File: src/design/cel_pkg.sv
package cel_pkg;

  localparam int CEL_DW = 16;
  localparam int CEL_NSW = 6;
  localparam int CEL_NOUT = 8;

  // register indices on the plain port
  localparam logic [7:0] CEL_A_SWCFG0 = 8'h00;
  localparam logic [7:0] CEL_A_SWLIM0 = 8'h08;
  localparam logic [7:0] CEL_A_SWROUTE = 8'h10;
  localparam logic [7:0] CEL_A_MODE = 8'h11;
  localparam logic [7:0] CEL_A_TOLX = 8'h12;
  localparam logic [7:0] CEL_A_TOLY = 8'h13;
  localparam logic [7:0] CEL_A_ENVCFG = 8'h14;
  localparam logic [7:0] CEL_A_ENVSTART = 8'h15;
  localparam logic [7:0] CEL_A_ENVEND = 8'h16;
  localparam logic [7:0] CEL_A_ENVDLO = 8'h17;
  localparam logic [7:0] CEL_A_ENVDHI = 8'h18;
  localparam logic [7:0] CEL_A_WINLO = 8'h19;
  localparam logic [7:0] CEL_A_WINHI = 8'h1a;
  localparam logic [7:0] CEL_A_STREFX = 8'h1b;
  localparam logic [7:0] CEL_A_STREFY = 8'h1c;
  localparam logic [7:0] CEL_A_STTOL = 8'h1d;
  localparam logic [7:0] CEL_A_STATUS = 8'h1e;
  localparam logic [7:0] CEL_A_CTRL = 8'h1f;

  // switch config fields: bit0 channel (1=Y), bit1 active-low, bit2 trigger-relative
  localparam int CEL_SW_CHAN = 0;
  localparam int CEL_SW_POL = 1;
  localparam int CEL_SW_REL = 2;
  // mode register: bit0 measurement reference is Y-trigger crossing
  localparam int CEL_MODE_YTRIG = 0;
  // envelope config: [1:0] entry, bit2 return segment, bit3 enable
  localparam int CEL_ENV_SEG = 2;
  localparam int CEL_ENV_EN = 3;
  // sensor test enable bits in ctrl: bit0 X, bit1 Y
  localparam logic [15:0] CEL_ROUTE_RST = 16'he4e4;

  typedef enum logic [1:0] {
    CEL_ENTRY_LEFT = 2'h0,
    CEL_ENTRY_RIGHT = 2'h1,
    CEL_ENTRY_TOP = 2'h2,
    CEL_ENTRY_BOTTOM = 2'h3
  } cel_entry_t;

  typedef struct packed {
    logic valid;
    logic trig;
    logic segRet;
    logic frameStart;
    logic frameEnd;
    logic signed [CEL_DW-1:0] x;
    logic signed [CEL_DW-1:0] y;
  } cel_sample_t;

  typedef struct packed {
    logic [7:0] addr;
    logic [31:0] wdata;
    logic wr;
    logic rd;
  } cel_bus_t;

endpackage : cel_pkg

File: src/design/cel_curve_eval.sv
// Behaviour
// - six limit outputs, each on channel X or Y with own limit, asserted when exceeded
// - each limit output has selectable active-high or active-low level
// - X absolute reference compares limit against the raw X measurement
// - trigger-relative X measures from X at trigger; only with Y-trigger mode
// - outputs a and b fixed to controller pins; c..f routed by configuration
// - with a nonzero band, boundary chatter within the band gives no fail
// - without a band, entering and leaving a window more than once fails
// - one global X and one global Y band width for all elements
// - band enabled when any width above 0; element area grows by the band
// - envelope generation refused with not-continuous error unless single-valued
// - envelope has entry side, start, end, lower and upper offsets
// - envelope check applies only to the chosen forward or return segment
// - pass when curve stays in envelope band, fail on any excursion
// - sensor test compares live value of active channels with reference and tolerance
// - sensor test started by request input or function key
// - sensor test result output is 1 within tolerance, 0 outside
`timescale 1ns/10ps
`default_nettype none
module cel_curve_eval
  import cel_pkg::*;
(
  input wire logic clk,
  input wire logic reset,
  input wire cel_sample_t sample,
  input wire cel_bus_t bus,
  input wire logic sensor_check_request,
  input wire logic functionKey,
  input wire logic genStrobe,
  input wire logic genMonotonic,
  output logic [31:0] rdata,
  output logic limit_switch_out_a,
  output logic limit_switch_out_b,
  output logic [CEL_NOUT-1:0] plcOut,
  output logic sensor_check_pass,
  output logic sensor_check_done,
  output logic fail_verdict,
  output logic envNotContinuous
);

  logic [2:0] swCfg_q [CEL_NSW];
  logic signed [CEL_DW-1:0] swLim_q [CEL_NSW];
  logic [15:0] route_q;
  logic modeYtrig_q;
  logic [CEL_DW-1:0] tolX_q, tolY_q, stTol_q;
  logic [3:0] envCfg_q;
  logic signed [CEL_DW-1:0] envStart_q, envEnd_q, envDlo_q, envDhi_q, winLo_q, winHi_q;
  logic signed [CEL_DW-1:0] stRefX_q, stRefY_q;
  logic [1:0] stEn_q;
  logic envArmed_q;

  function automatic logic signed [CEL_DW-1:0] absDiff(input logic signed [CEL_DW-1:0] a,
                                                      input logic signed [CEL_DW-1:0] b);
    logic signed [CEL_DW-1:0] d;
    d = a - b;
    return d[CEL_DW-1] ? -d : d;
  endfunction : absDiff

  // register writes
  always_ff @(posedge clk) begin
    if (reset) begin
      for (int i = 0; i < CEL_NSW; i++) begin
        swCfg_q[i] <= 3'h0;
        swLim_q[i] <= 16'sh7fff;
      end
      route_q <= CEL_ROUTE_RST;
      modeYtrig_q <= 1'b0;
      tolX_q <= 16'h0;
      tolY_q <= 16'h0;
      envCfg_q <= 4'h0;
      envStart_q <= 16'sh0;
      envEnd_q <= 16'sh0;
      envDlo_q <= 16'sh0;
      envDhi_q <= 16'sh0;
      winLo_q <= 16'sh0;
      winHi_q <= 16'sh0;
      stRefX_q <= 16'sh0;
      stRefY_q <= 16'sh0;
      stTol_q <= 16'h0;
      stEn_q <= 2'h0;
    end else if (bus.wr) begin
      if (bus.addr < CEL_A_SWCFG0 + 8'(CEL_NSW)) begin
        swCfg_q[bus.addr[2:0]] <= bus.wdata[2:0];
        // trigger reference is refused unless the mode uses the Y-trigger crossing
        if (!modeYtrig_q) swCfg_q[bus.addr[2:0]][CEL_SW_REL] <= 1'b0;
      end else if (bus.addr >= CEL_A_SWLIM0 && bus.addr < CEL_A_SWLIM0 + 8'(CEL_NSW)) begin
        swLim_q[3'(bus.addr - CEL_A_SWLIM0)] <= bus.wdata[CEL_DW-1:0];
      end else begin
        unique case (bus.addr)
          CEL_A_SWROUTE: route_q <= bus.wdata[15:0];
          CEL_A_MODE: modeYtrig_q <= bus.wdata[CEL_MODE_YTRIG];
          CEL_A_TOLX: tolX_q <= bus.wdata[CEL_DW-1:0];
          CEL_A_TOLY: tolY_q <= bus.wdata[CEL_DW-1:0];
          CEL_A_ENVCFG: envCfg_q <= bus.wdata[3:0];
          CEL_A_ENVSTART: envStart_q <= bus.wdata[CEL_DW-1:0];
          CEL_A_ENVEND: envEnd_q <= bus.wdata[CEL_DW-1:0];
          CEL_A_ENVDLO: envDlo_q <= bus.wdata[CEL_DW-1:0];
          CEL_A_ENVDHI: envDhi_q <= bus.wdata[CEL_DW-1:0];
          CEL_A_WINLO: winLo_q <= bus.wdata[CEL_DW-1:0];
          CEL_A_WINHI: winHi_q <= bus.wdata[CEL_DW-1:0];
          CEL_A_STREFX: stRefX_q <= bus.wdata[CEL_DW-1:0];
          CEL_A_STREFY: stRefY_q <= bus.wdata[CEL_DW-1:0];
          CEL_A_STTOL: stTol_q <= bus.wdata[CEL_DW-1:0];
          CEL_A_CTRL: stEn_q <= bus.wdata[1:0];
          default: ;
        endcase
      end
    end
  end

  // envelope generation: refused unless the reference segment is single-valued
  always_ff @(posedge clk) begin
    if (reset) begin
      envArmed_q <= 1'b0;
      envNotContinuous <= 1'b0;
    end else if (genStrobe) begin
      envArmed_q <= genMonotonic;
      envNotContinuous <= !genMonotonic;
    end
  end

  // limit switches
  logic signed [CEL_DW-1:0] xTrig_q;
  logic [CEL_NSW-1:0] swAct_q;
  logic [CEL_NSW-1:0] swLvl;

  always_ff @(posedge clk) begin
    if (reset) xTrig_q <= 16'sh0;
    else if (sample.valid && sample.trig) xTrig_q <= sample.x;
  end

  always_ff @(posedge clk) begin
    if (reset) begin
      swAct_q <= '0;
    end else if (sample.valid) begin
      for (int i = 0; i < CEL_NSW; i++) begin
        if (swCfg_q[i][CEL_SW_CHAN]) swAct_q[i] <= sample.y > swLim_q[i];
        else if (swCfg_q[i][CEL_SW_REL])
          swAct_q[i] <= (sample.x - xTrig_q) > swLim_q[i];
        else swAct_q[i] <= sample.x > swLim_q[i];
      end
    end
  end

  always_comb begin
    for (int i = 0; i < CEL_NSW; i++) swLvl[i] = swAct_q[i] ^ swCfg_q[i][CEL_SW_POL];
  end

  // outputs follow the sample two cycles later, well inside a sample period
  always_ff @(posedge clk) begin
    if (reset) begin
      limit_switch_out_a <= 1'b0;
      limit_switch_out_b <= 1'b0;
      plcOut <= '0;
    end else begin
      limit_switch_out_a <= swLvl[0];
      limit_switch_out_b <= swLvl[1];
      for (int p = 0; p < CEL_NOUT; p++) begin
        plcOut[p] <= 1'b0;
        for (int k = 0; k < 4; k++)
          if (route_q[4*k +: 4] == 4'(p)) plcOut[p] <= swLvl[k+2];
      end
    end
  end

  // window in X with global hysteresis band
  logic bandOn;
  logic inWin, inBand;
  logic winInside_q, winEntered_q, winFail_q, envFail_q;
  assign bandOn = (tolX_q != 16'h0) || (tolY_q != 16'h0);
  assign inWin = sample.x >= winLo_q && sample.x <= winHi_q;
  assign inBand = sample.x >= winLo_q - $signed(tolX_q) && sample.x <= winHi_q + $signed(tolX_q);

  always_ff @(posedge clk) begin
    if (reset || (sample.valid && sample.frameStart)) begin
      winInside_q <= 1'b0;
      winEntered_q <= 1'b0;
      winFail_q <= 1'b0;
    end else if (sample.valid) begin
      if (bandOn) begin
        // once inside the window, chatter in the enlarged band is not a re-entry
        if (inWin) winEntered_q <= 1'b1;
        if (!inBand && winInside_q && winEntered_q) winInside_q <= 1'b0;
        else if (inWin) winInside_q <= 1'b1;
        if (inWin && !winInside_q && winEntered_q) winFail_q <= 1'b1;
      end else begin
        winInside_q <= inWin;
        if (inWin && !winInside_q) winEntered_q <= 1'b1;
        if (inWin && !winInside_q && winEntered_q) winFail_q <= 1'b1;
      end
    end
  end

  // envelope band on the selected segment
  logic signed [CEL_DW-1:0] envPos, envVal;
  logic envInRange;
  assign envPos = envCfg_q[1] ? sample.y : sample.x;
  assign envVal = envCfg_q[1] ? sample.x : sample.y;
  assign envInRange = envPos >= envStart_q && envPos <= envEnd_q;

  always_ff @(posedge clk) begin
    if (reset || (sample.valid && sample.frameStart)) begin
      envFail_q <= 1'b0;
    end else if (sample.valid && envArmed_q && envCfg_q[CEL_ENV_EN] && envInRange
                 && sample.segRet == envCfg_q[CEL_ENV_SEG]) begin
      if (envVal < envDlo_q || envVal > envDhi_q) envFail_q <= 1'b1;
    end
  end

  always_ff @(posedge clk) begin
    if (reset) fail_verdict <= 1'b0;
    else if (sample.valid && sample.frameEnd)
      fail_verdict <= winFail_q || envFail_q;
  end

  // sensor test
  logic stOk;
  assign stOk = (!stEn_q[0] || absDiff(sample.x, stRefX_q) <= $signed({1'b0, stTol_q[14:0]}))
             && (!stEn_q[1] || absDiff(sample.y, stRefY_q) <= $signed({1'b0, stTol_q[14:0]}));
  logic stPend_q;

  always_ff @(posedge clk) begin
    if (reset) stPend_q <= 1'b0;
    else if (sensor_check_request || functionKey) stPend_q <= 1'b1;
    else if (sample.valid) stPend_q <= 1'b0;
  end

  always_ff @(posedge clk) begin
    if (reset) begin
      sensor_check_pass <= 1'b0;
      sensor_check_done <= 1'b0;
    end else begin
      sensor_check_done <= stPend_q && sample.valid;
      if (stPend_q && sample.valid) sensor_check_pass <= stOk;
    end
  end

  // read side
  always_ff @(posedge clk) begin
    if (reset) rdata <= 32'h0;
    else if (bus.rd) begin
      rdata <= 32'h0;
      if (bus.addr < CEL_A_SWCFG0 + 8'(CEL_NSW)) rdata <= {29'h0, swCfg_q[bus.addr[2:0]]};
      else if (bus.addr >= CEL_A_SWLIM0 && bus.addr < CEL_A_SWLIM0 + 8'(CEL_NSW))
        rdata <= {{16{swLim_q[3'(bus.addr - CEL_A_SWLIM0)][15]}},
                  swLim_q[3'(bus.addr - CEL_A_SWLIM0)]};
      else if (bus.addr == CEL_A_SWROUTE) rdata <= {16'h0, route_q};
      else if (bus.addr == CEL_A_MODE) rdata <= {31'h0, modeYtrig_q};
      else if (bus.addr == CEL_A_TOLX) rdata <= {16'h0, tolX_q};
      else if (bus.addr == CEL_A_TOLY) rdata <= {16'h0, tolY_q};
      else if (bus.addr == CEL_A_ENVCFG) rdata <= {28'h0, envCfg_q};
      else if (bus.addr == CEL_A_STTOL) rdata <= {16'h0, stTol_q};
      else if (bus.addr == CEL_A_CTRL) rdata <= {30'h0, stEn_q};
      else if (bus.addr == CEL_A_STATUS)
        rdata <= {24'h0, envArmed_q, envNotContinuous, sensor_check_pass, fail_verdict,
                  winFail_q, envFail_q, bandOn, 1'b0};
    end
  end

  chk_switch_level: assert property (@(posedge clk) disable iff (reset)
    1 |=> limit_switch_out_a == $past(swLvl[0]))
    else $error("switch a not updated from sample");
  chk_sensor_result: assert property (@(posedge clk) disable iff (reset)
    stPend_q && sample.valid |=> sensor_check_pass == $past(stOk) && sensor_check_done)
    else $error("sensor result wrong");
  chk_trig_gate: assert property (@(posedge clk) disable iff (reset)
    !modeYtrig_q && bus.wr && bus.addr < CEL_A_SWCFG0 + 8'(CEL_NSW)
    |=> !swCfg_q[$past(bus.addr[2:0])][CEL_SW_REL])
    else $error("trigger reference accepted without y-trigger mode");
  chk_gen_refuse: assert property (@(posedge clk) disable iff (reset)
    genStrobe && !genMonotonic |=> envNotContinuous && !envArmed_q)
    else $error("non-continuous generation not refused");
  chk_band_flag: assert property (@(posedge clk) disable iff (reset)
    sample.valid && !sample.frameStart && tolX_q == 16'h0 && tolY_q == 16'h0
    |=> winInside_q == $past(inWin))
    else $error("window hysteresis active with zero widths");
  chk_verdict_out: assert property (@(posedge clk) disable iff (reset)
    sample.valid && sample.frameEnd |=> fail_verdict == $past(winFail_q || envFail_q))
    else $error("verdict mismatch");
  chk_st_start: assert property (@(posedge clk) disable iff (reset)
    sensor_check_request |=> stPend_q)
    else $error("sensor request not taken");
  chk_fixed_b: assert property (@(posedge clk) disable iff (reset)
    ##1 limit_switch_out_b == $past(swAct_q[1] ^ swCfg_q[1][CEL_SW_POL]))
    else $error("switch b polarity wrong");
  chk_band_chatter: assert property (@(posedge clk) disable iff (reset)
    sample.valid && !sample.frameStart && bandOn && winInside_q && inBand && !winFail_q
    |=> !winFail_q)
    else $error("chatter inside the band gave a fail");
  chk_win_reentry: assert property (@(posedge clk) disable iff (reset)
    sample.valid && !sample.frameStart && !bandOn && inWin && !winInside_q && winEntered_q
    |=> winFail_q)
    else $error("window re-entry without band not failed");
  chk_env_excursion: assert property (@(posedge clk) disable iff (reset)
    sample.valid && !sample.frameStart && envArmed_q && envCfg_q[CEL_ENV_EN] && envInRange
    && sample.segRet == envCfg_q[CEL_ENV_SEG] && (envVal < envDlo_q || envVal > envDhi_q)
    |=> envFail_q)
    else $error("envelope excursion not flagged");
  chk_seg_gate: assert property (@(posedge clk) disable iff (reset)
    sample.valid && !sample.frameStart && sample.segRet != envCfg_q[CEL_ENV_SEG] && !envFail_q
    |=> !envFail_q)
    else $error("envelope checked on the other segment");
  // only when c owns output 0 alone; a shared output follows the later switch
  chk_route_c: assert property (@(posedge clk) disable iff (reset)
    route_q[3:0] == 4'h0 && route_q[7:4] != 4'h0 && route_q[11:8] != 4'h0
    && route_q[15:12] != 4'h0 |=> plcOut[0] == $past(swLvl[2]))
    else $error("switch c not routed to its output");
  cov_st_pass: cover property (@(posedge clk) sensor_check_done && sensor_check_pass);
  cov_fail: cover property (@(posedge clk) fail_verdict);
  cov_sw_on: cover property (@(posedge clk) swAct_q[0]);
  cov_gen_refused: cover property (@(posedge clk) genStrobe && !genMonotonic);
  cov_band_hold: cover property (@(posedge clk)
    sample.valid && bandOn && winInside_q && !inWin && inBand);

endmodule : cel_curve_eval
`default_nettype wire

File: config.mk
export PLATFORM = sky130hd
export DESIGN_NAME = cel_curve_eval
export DESIGN_NICKNAME = d
export VERILOG_FILES = /design/src/design/cel_pkg.sv /design/src/design/cel_curve_eval.sv
export SDC_FILE = /design/constraint.sdc
export NUM_CORES = 2
export LEC_CHECK = 0
export BUFFER_PORTS_ARGS = -buffer_cell sky130_fd_sc_hd__buf_4
export CAP_MARGIN = 30
export CORE_MARGIN = 1
export CORE_UTILIZATION = 50
export CTS_CLUSTER_SIZE = 14
export DETAILED_ROUTE_END_ITERATION = 16
export PLACE_DENSITY_LB_ADDON = 0.15
export SLEW_MARGIN = 20
export SYNTH_ARGS = -nofsm -noshare
export SYNTH_HDL_FRONTEND = slang
export SYNTH_SLANG_ARGS = --single-unit
File: constraint.sdc
create_clock -name clk -period 5 [get_ports clk]
set_input_delay 0 -clock clk [delete_from_list [all_inputs] [get_ports clk]]
set_output_delay 0 -clock clk [all_outputs]
set_load 0.02 [all_outputs]
# After elaboration in Yosys (flattened, before gate mapping)
# Memory sizes are Yosys's and may differ from the RTL's.
# Cells that the tools add are included.
word_totals:
  wordCells: 274
  memories: 2
  output_inout_bits: 46
  regBits: 273
  in_bits: 85
  ramBits: 114
op_classes:
  eq_ne: 47
  n_bitwise: 9
  reduce_logical: 58
  n_lt_le_gt_ge: 31
  muxes: 88
  addsub: 8
memory_table:
  columns: ["name", "depth", "word_bits", "read_ports", "rd_ports_with_merged_regs", "wr", "line_no", "text"]
  rows:
  - ["swLim_q", 6, 16, 7, 0, 6, "cel_curve_eval.sv:42", "logic signed [CEL_DW-1:0] swLim_q [CEL_NSW];"]
  - ["swCfg_q", 6, 3, 7, 0, 6, "cel_curve_eval.sv:41", "logic [2:0] swCfg_q [CEL_NSW];"]
op_table:
  columns: ["cell", "count"]
  rows:
  - ["16-bit > comparator", 19]
  - ["16-bit 2-to-1 mux", 11]
  - ["8-bit by 5-bit equality test with 1-bit output, second input constant", 16]
  - ["16-bit less-or-equal comparator", 5]
  - ["1-bit 2-to-1 mux", 69]
  - ["4-bit by 3-bit equality test with 1-bit output, second input constant", 16]
  - ["32-bit 2-to-1 mux", 2]
  - ["16-bit subtractor", 4]
  - ["4-bit AND reduction", 15]
  - ["16-bit >= comparator", 3]
  - ["4-bit by 2-bit equality test with 1-bit output, second input constant", 8]
  - ["16-bit negator", 2]
  - ["16-bit nonzero test", 2]
  - ["1-bit logical AND", 17]
  - ["16-bit adder", 1]
  - ["4-bit by 1-bit equality test with 1-bit output, second input constant", 4]
  - ["4-bit zero test", 4]
  - ["16-bit less-than comparator", 1]
  - ["8-bit 2-to-1 mux", 2]
  - ["16-bit OR reduction", 1]
  - ["3-bit 2-to-1 mux", 3]
  - ["8-bit by 4-bit >= comparator with 1-bit output, second input constant", 1]
  - ["8-bit by 3-bit less-than comparator with 1-bit output, second input constant", 1]
  - ["8-bit by 4-bit less-than comparator with 1-bit output, second input constant", 1]
  - ["14 further kinds", 33]

# Depth between registers and ports, before layout
depth:
  depth_word: 12
  depth_mapped: 22
  mapped_depth_nobuf: 22

# Worst setup path before layout
# Ideal clock, no wire load.
synth_path:
  path_type: "flip-flop to flip-flop"
  startpoint: "register xTrig_q[1]"
  endpoint: "register swAct_q[5]"
  t_arrival_ns: 3.739
  period_less_slack_ns: 3.825
  setup_time_ns: 0.086
  stages_incl_launch_ff: 21
  slack_ns: 1.175
  n_path_buf: 0
  required_ns: 4.914
  cell_sequence: "dfxtp_1 inv_1 ha_1 nor2b_1 o21ai_0 a21boi_0 o211a_1 nor2_1 a21oi_1 and2_1 o21ai_0 a221oi_1 ha_1 nand4_1 nor2_1 a21o_1 a41o_1 mux2i_1 o22ai_1 mux2i_1 a211oi_1"
synth_between:
  elab_chain_len: 4
synth_lines:
  columns: ["element", "line_no", "text"]
  rows:
  - ["start, declared", "cel_curve_eval.sv:123", "logic signed [CEL_DW-1:0] xTrig_q;"]
  - ["start signal, assigned", "cel_curve_eval.sv:129", "else if (sample.valid && sample.trig) xTrig_q <= sample.x;"]
  - ["16-bit subtractor", "cel_curve_eval.sv:139", "swAct_q[i] <= (sample.x - xTrig_q) > swLim_q[i];"]
  - ["16-bit > comparator", "cel_curve_eval.sv:139", null]
  - ["1-bit 2-to-1 mux", "cel_curve_eval.sv:138", "else if (swCfg_q[i][CEL_SW_REL])"]
  - ["1-bit 2-to-1 mux", "cel_curve_eval.sv:137", "if (swCfg_q[i][CEL_SW_CHAN]) swAct_q[i] <= sample.y > swLim_q[i];"]
  - ["end signal, assigned by index", "cel_curve_eval.sv:137", null]
  - ["end signal, assigned by index", "cel_curve_eval.sv:139", null]
  - ["end signal, assigned by index", "cel_curve_eval.sv:140", "else swAct_q[i] <= sample.x > swLim_q[i];"]
  - ["end, declared", "cel_curve_eval.sv:124", "logic [CEL_NSW-1:0] swAct_q;"]
# No other way between the ends.
# A chain may end at the register's enable or synchronous reset.

# Final worst setup path
layout_path:
  startpoint: "register xTrig_q[1]"
  endpoint: "register swAct_q[1]"
# The elaborated chain is that of the path after synthesis.

==> flow_metrics.py <==
metrics = {
    "outcome": {
        "status": "completed",
    },
    "synth": {
        "synth_top_cell_by_area": "ha_1",
        "synth_area_per_cell_um2": 8.59,
        "ys_top_cells_by_count": "nand2_1, ha_1, a21oi_1, inv_1, dfxtp_1",
        "yosysSeqAreaShare": 0.303,
        "synthArstFlopShare": 0,
        "yosysUniqueCellTypes": 98,
        "yosysMostFrequentCell": "nand2_1",
        "syn-cell-area_mm2": 0.0321,
        "syn_inst": 3733,
        "yosys.area.top_type_share": 0.204,
        "synth_area_leaders": "ha_1, dfxtp_1, edfxtp_1, nand2_1, a21oi_1",
        "synthFlopType": "dfxtp_1",
        "ys_seq_elements": 410,
        "synth-edff-count": 152,
        "synth_warnings": 0,
    },
    "floorplan": {
        "ioPinCount": 131,
        "rows": 92,
        "start_util": 0.507,
        "die_area_mm2": 0.0651,
        "die_h_um": 255,
        "die_w_um": 255,
        "fp.coreArea_mm2": 0.0632,
    },
    "drt": {
        "drc": 0,
        "detail_route.wl_per_cell_um": 25.0,
        "wl_met3_mm": 11.7,
        "wirelength_mm": 119,
        "drtIter0Drc": 2971,
        "vias": 29000,
        "drt-met1-wl_mm": 48.3,
        "vias_per_cell": 6.08,
        "topRoutingLayerUsed": "met5",
        "drtAntennaViolNets": 0,
        "first_pass_iters": 8,
        "wl_met2_mm": 51.4,
    },
    "setup_path": {
        "crit_required_ns": 5.48,
        "timing.critical_path.to_type": "flop",
        "critical_path_class": "reg -> reg",
        "crit_path_start_kind": "flop",
        "worstPathArrival_ns": 5.00,
        "crit_fanout": 6,
    },
    "final_layout": {
        "multiInputGateArea_mm2": 0.0207,
        "stdcell_area_mm2": 0.0361,
        "area_growth_pct": 12.6,
        "drive_above_1_share": 0.100,
        "stdcell_count": 4771,
        "regArea_mm2": 0.00973,
        "n_fill_cell": 5826,
        "fin_nets": 4492,
    },
    "power": {
        "power_frac_comb": 0.228,
        "total_power_w": 0.00975,
        "seqPwrFrac": 0.372,
        "p_clk_frac": 0.400,
        "leakagePower_nw": 14.5,
        "p_per_area_mw_per_mm2": 270,
        "p_int_w": 0.00675,
        "peakVddDrop_v": 0.000264,
        "switching_power_w": 0.00300,
        "switching_share": 0.308,
    },
    "placement": {
        "io_buffers": 114,
        "placedInstanceArea_mm2": 0.0339,
        "place.gp.congestion": 1.00,
        "hpwl_mm": 85.3,
        "placed_cells": 4632,
        "dp_slack_ns": 0.554,
    },
    "cts": {
        "clk_latency_ns": 0.63,
        "cts.htree.levels": 2,
        "clock-sinks": 410,
        "cts_tree": "yes",
        "cts_buffer_depth": 3,
        "cts_buffers": 50,
        "root_buffer": "clkbuf_16",
        "clkTransAtPathRegs_ns": 0.06,
        "cts_resized": 0,
    },
    "global_routing": {
        "grt_start_max_net_pins": 176,
        "grt_pass1_vias": 26800,
        "grt_usage": 0.365,
        "grt_pass1_wl_mm": 173,
        "antenna_found_initial": 14,
        "gr-total-overflow": 0,
    },
    "sta": {
        "fin_ws_ns": 0.485,
        "fmax_mhz": 221,
        "fin_crit_ns": 4.51,
        "hold_violations": 0,
        "tightest_slew_ns": 1.05,
        "setup_viol": 0,
        "skew_ns": 0.0464,
        "tns_ns": 0,
        "fin_crit_sh": 0.903,
        "drv_slew": 0,
        "rsz0062_at_grt": "false",
        "slew_headroom": 0.293,
    },
    "hold_path": {
        "hold_class": "in -> reg",
    },
    "job": {
        "cap_violations": 0,
    },
}
logic make-up after synthesis:
kind of cell             after synthesis  share of synthesized area
buffers and inverters                462                     0.0568
XOR/XNOR                             105                     0.0297
AND/OR/NAND/NOR                     1309                      0.193
flip-flops                           410                      0.303
AO/OA/AOI/OAI                        818                      0.161
multiplexers                         101                     0.0486
other                                  1                   0.000117
adder cells (fa/ha/maj)              527                      0.207
per-stage QoR:
stage | util | hold WS (ns)
6_report | 0.571 | 0.0397
3_5_place_dp | 0.537 | 0.218
5_1_grt | 0.571 | 0.0375
4_1_cts | 0.571 | 0.00627
2_1_floorplan | - | 0.116
3_3_place_gp | 0.536 | 0.210
power by group through the flow:
stage               registers [W]  logic, W  clock network (W)
global placement          0.00369   0.00212                  0
detailed placement        0.00369   0.00214                  0
CTS                       0.00362   0.00218            0.00392
floorplan                 0.00366   0.00138                  0
finish                    0.00362   0.00222            0.00390
global route              0.00363   0.00243            0.00405
per-layer routing:
layer | global-route usage | vias to the layer above
li1 | - | 13600
met1 | 0.476 | 13700
met2 | 0.563 | 1385
met3 | 0.0701 | 326
met4 | 0.214 | 6
met5 | 0 | -
final cells by class:
cell class / count / share of cell area
antenna: 4 / 0.000277
clock buffer: 70 / 0.0395
clock inverter: 23 / 0.00842
inverter: 311 / 0.0323
multi-input combinational: 2898 / 0.574
sequential: 410 / 0.269
tap: 846 / 0.0293
timing repair buffer: 209 / 0.0470
layout by cell type (no fill, tap or decap), drive strengths merged, types with 40 or more instances in the layout:
master,n
a21o,77
nand2b,93
nand3,66
o21ai,107
nor2b,61
nand2,584
buf,168
nand4,97
or2,42
nor3,69
edfxtp,152
dlygate4sd3,40
inv,313
ha,522
dfxtp,258
clkbuf,71
xnor2,66
nor2,191
o21a,50
mux4,41
a21oi,377
critical path, cell delays in order, from the launching register on:
cell and delay [ns]:
dfxtp_1 0.33, inv_1 0.07, ha_1 0.26, nor2b_1 0.12
o21ai_0 0.18, a21boi_0 0.20, o211a_1 0.29, or3_1 0.36
xor2_1 0.70, ha_1 0.40, a21o_1 0.19, a21oi_1 0.13
nor2b_1 0.05, o21ai_0 0.16, nand2b_1 0.07, a2111oi_0 0.49
a221oi_1 0.14, a21oi_1 0.15, o41ai_1 0.07
state kept, by name, indices dropped and copies added, names as in the netlist, 16 cells and up:
signal      count
envDhi_q       16
envDlo_q       16
envEnd_q       16
envStart_q     16
rdata          17
route_q        16
stRefX_q       16
stRefY_q       16
stTol_q        16
swCfg_q        24
swLim_q       128
tolX_q         16
tolY_q         16
winHi_q        16
winLo_q        16
xTrig_q        16
path summary, 6_finish.rpt:
kind | cells after the start | end | slack (ns) | from
worst min-delay path | 4 | xTrig_q[6]$_SDFFE_PP0P_ | 0.04 | sample[22]
worst max-delay path | 18 | swAct_q[1]$_SDFFE_PP0P_ | 0.49 | xTrig_q[1]$_SDFFE_PP0P_
worst max register to register | 18 | swAct_q[1]$_SDFFE_PP0P_ | 0.49 | xTrig_q[1]$_SDFFE_PP0P_
worst min register to register | 2 | envStart_q[15]$_SDFFE_PP0P_ | 0.45 | envStart_q[15]$_SDFFE_PP0P_
repair_timing:
action / 4_1_cts / 5_1_grt
buffers inserted: 0 / 0
hold buffers: 40 / 0
endpoints found under the setup margin: 0 / 0
hold endpoints to repair: 280 / 0
Note: power is estimated with default switching activity, not from simulation.
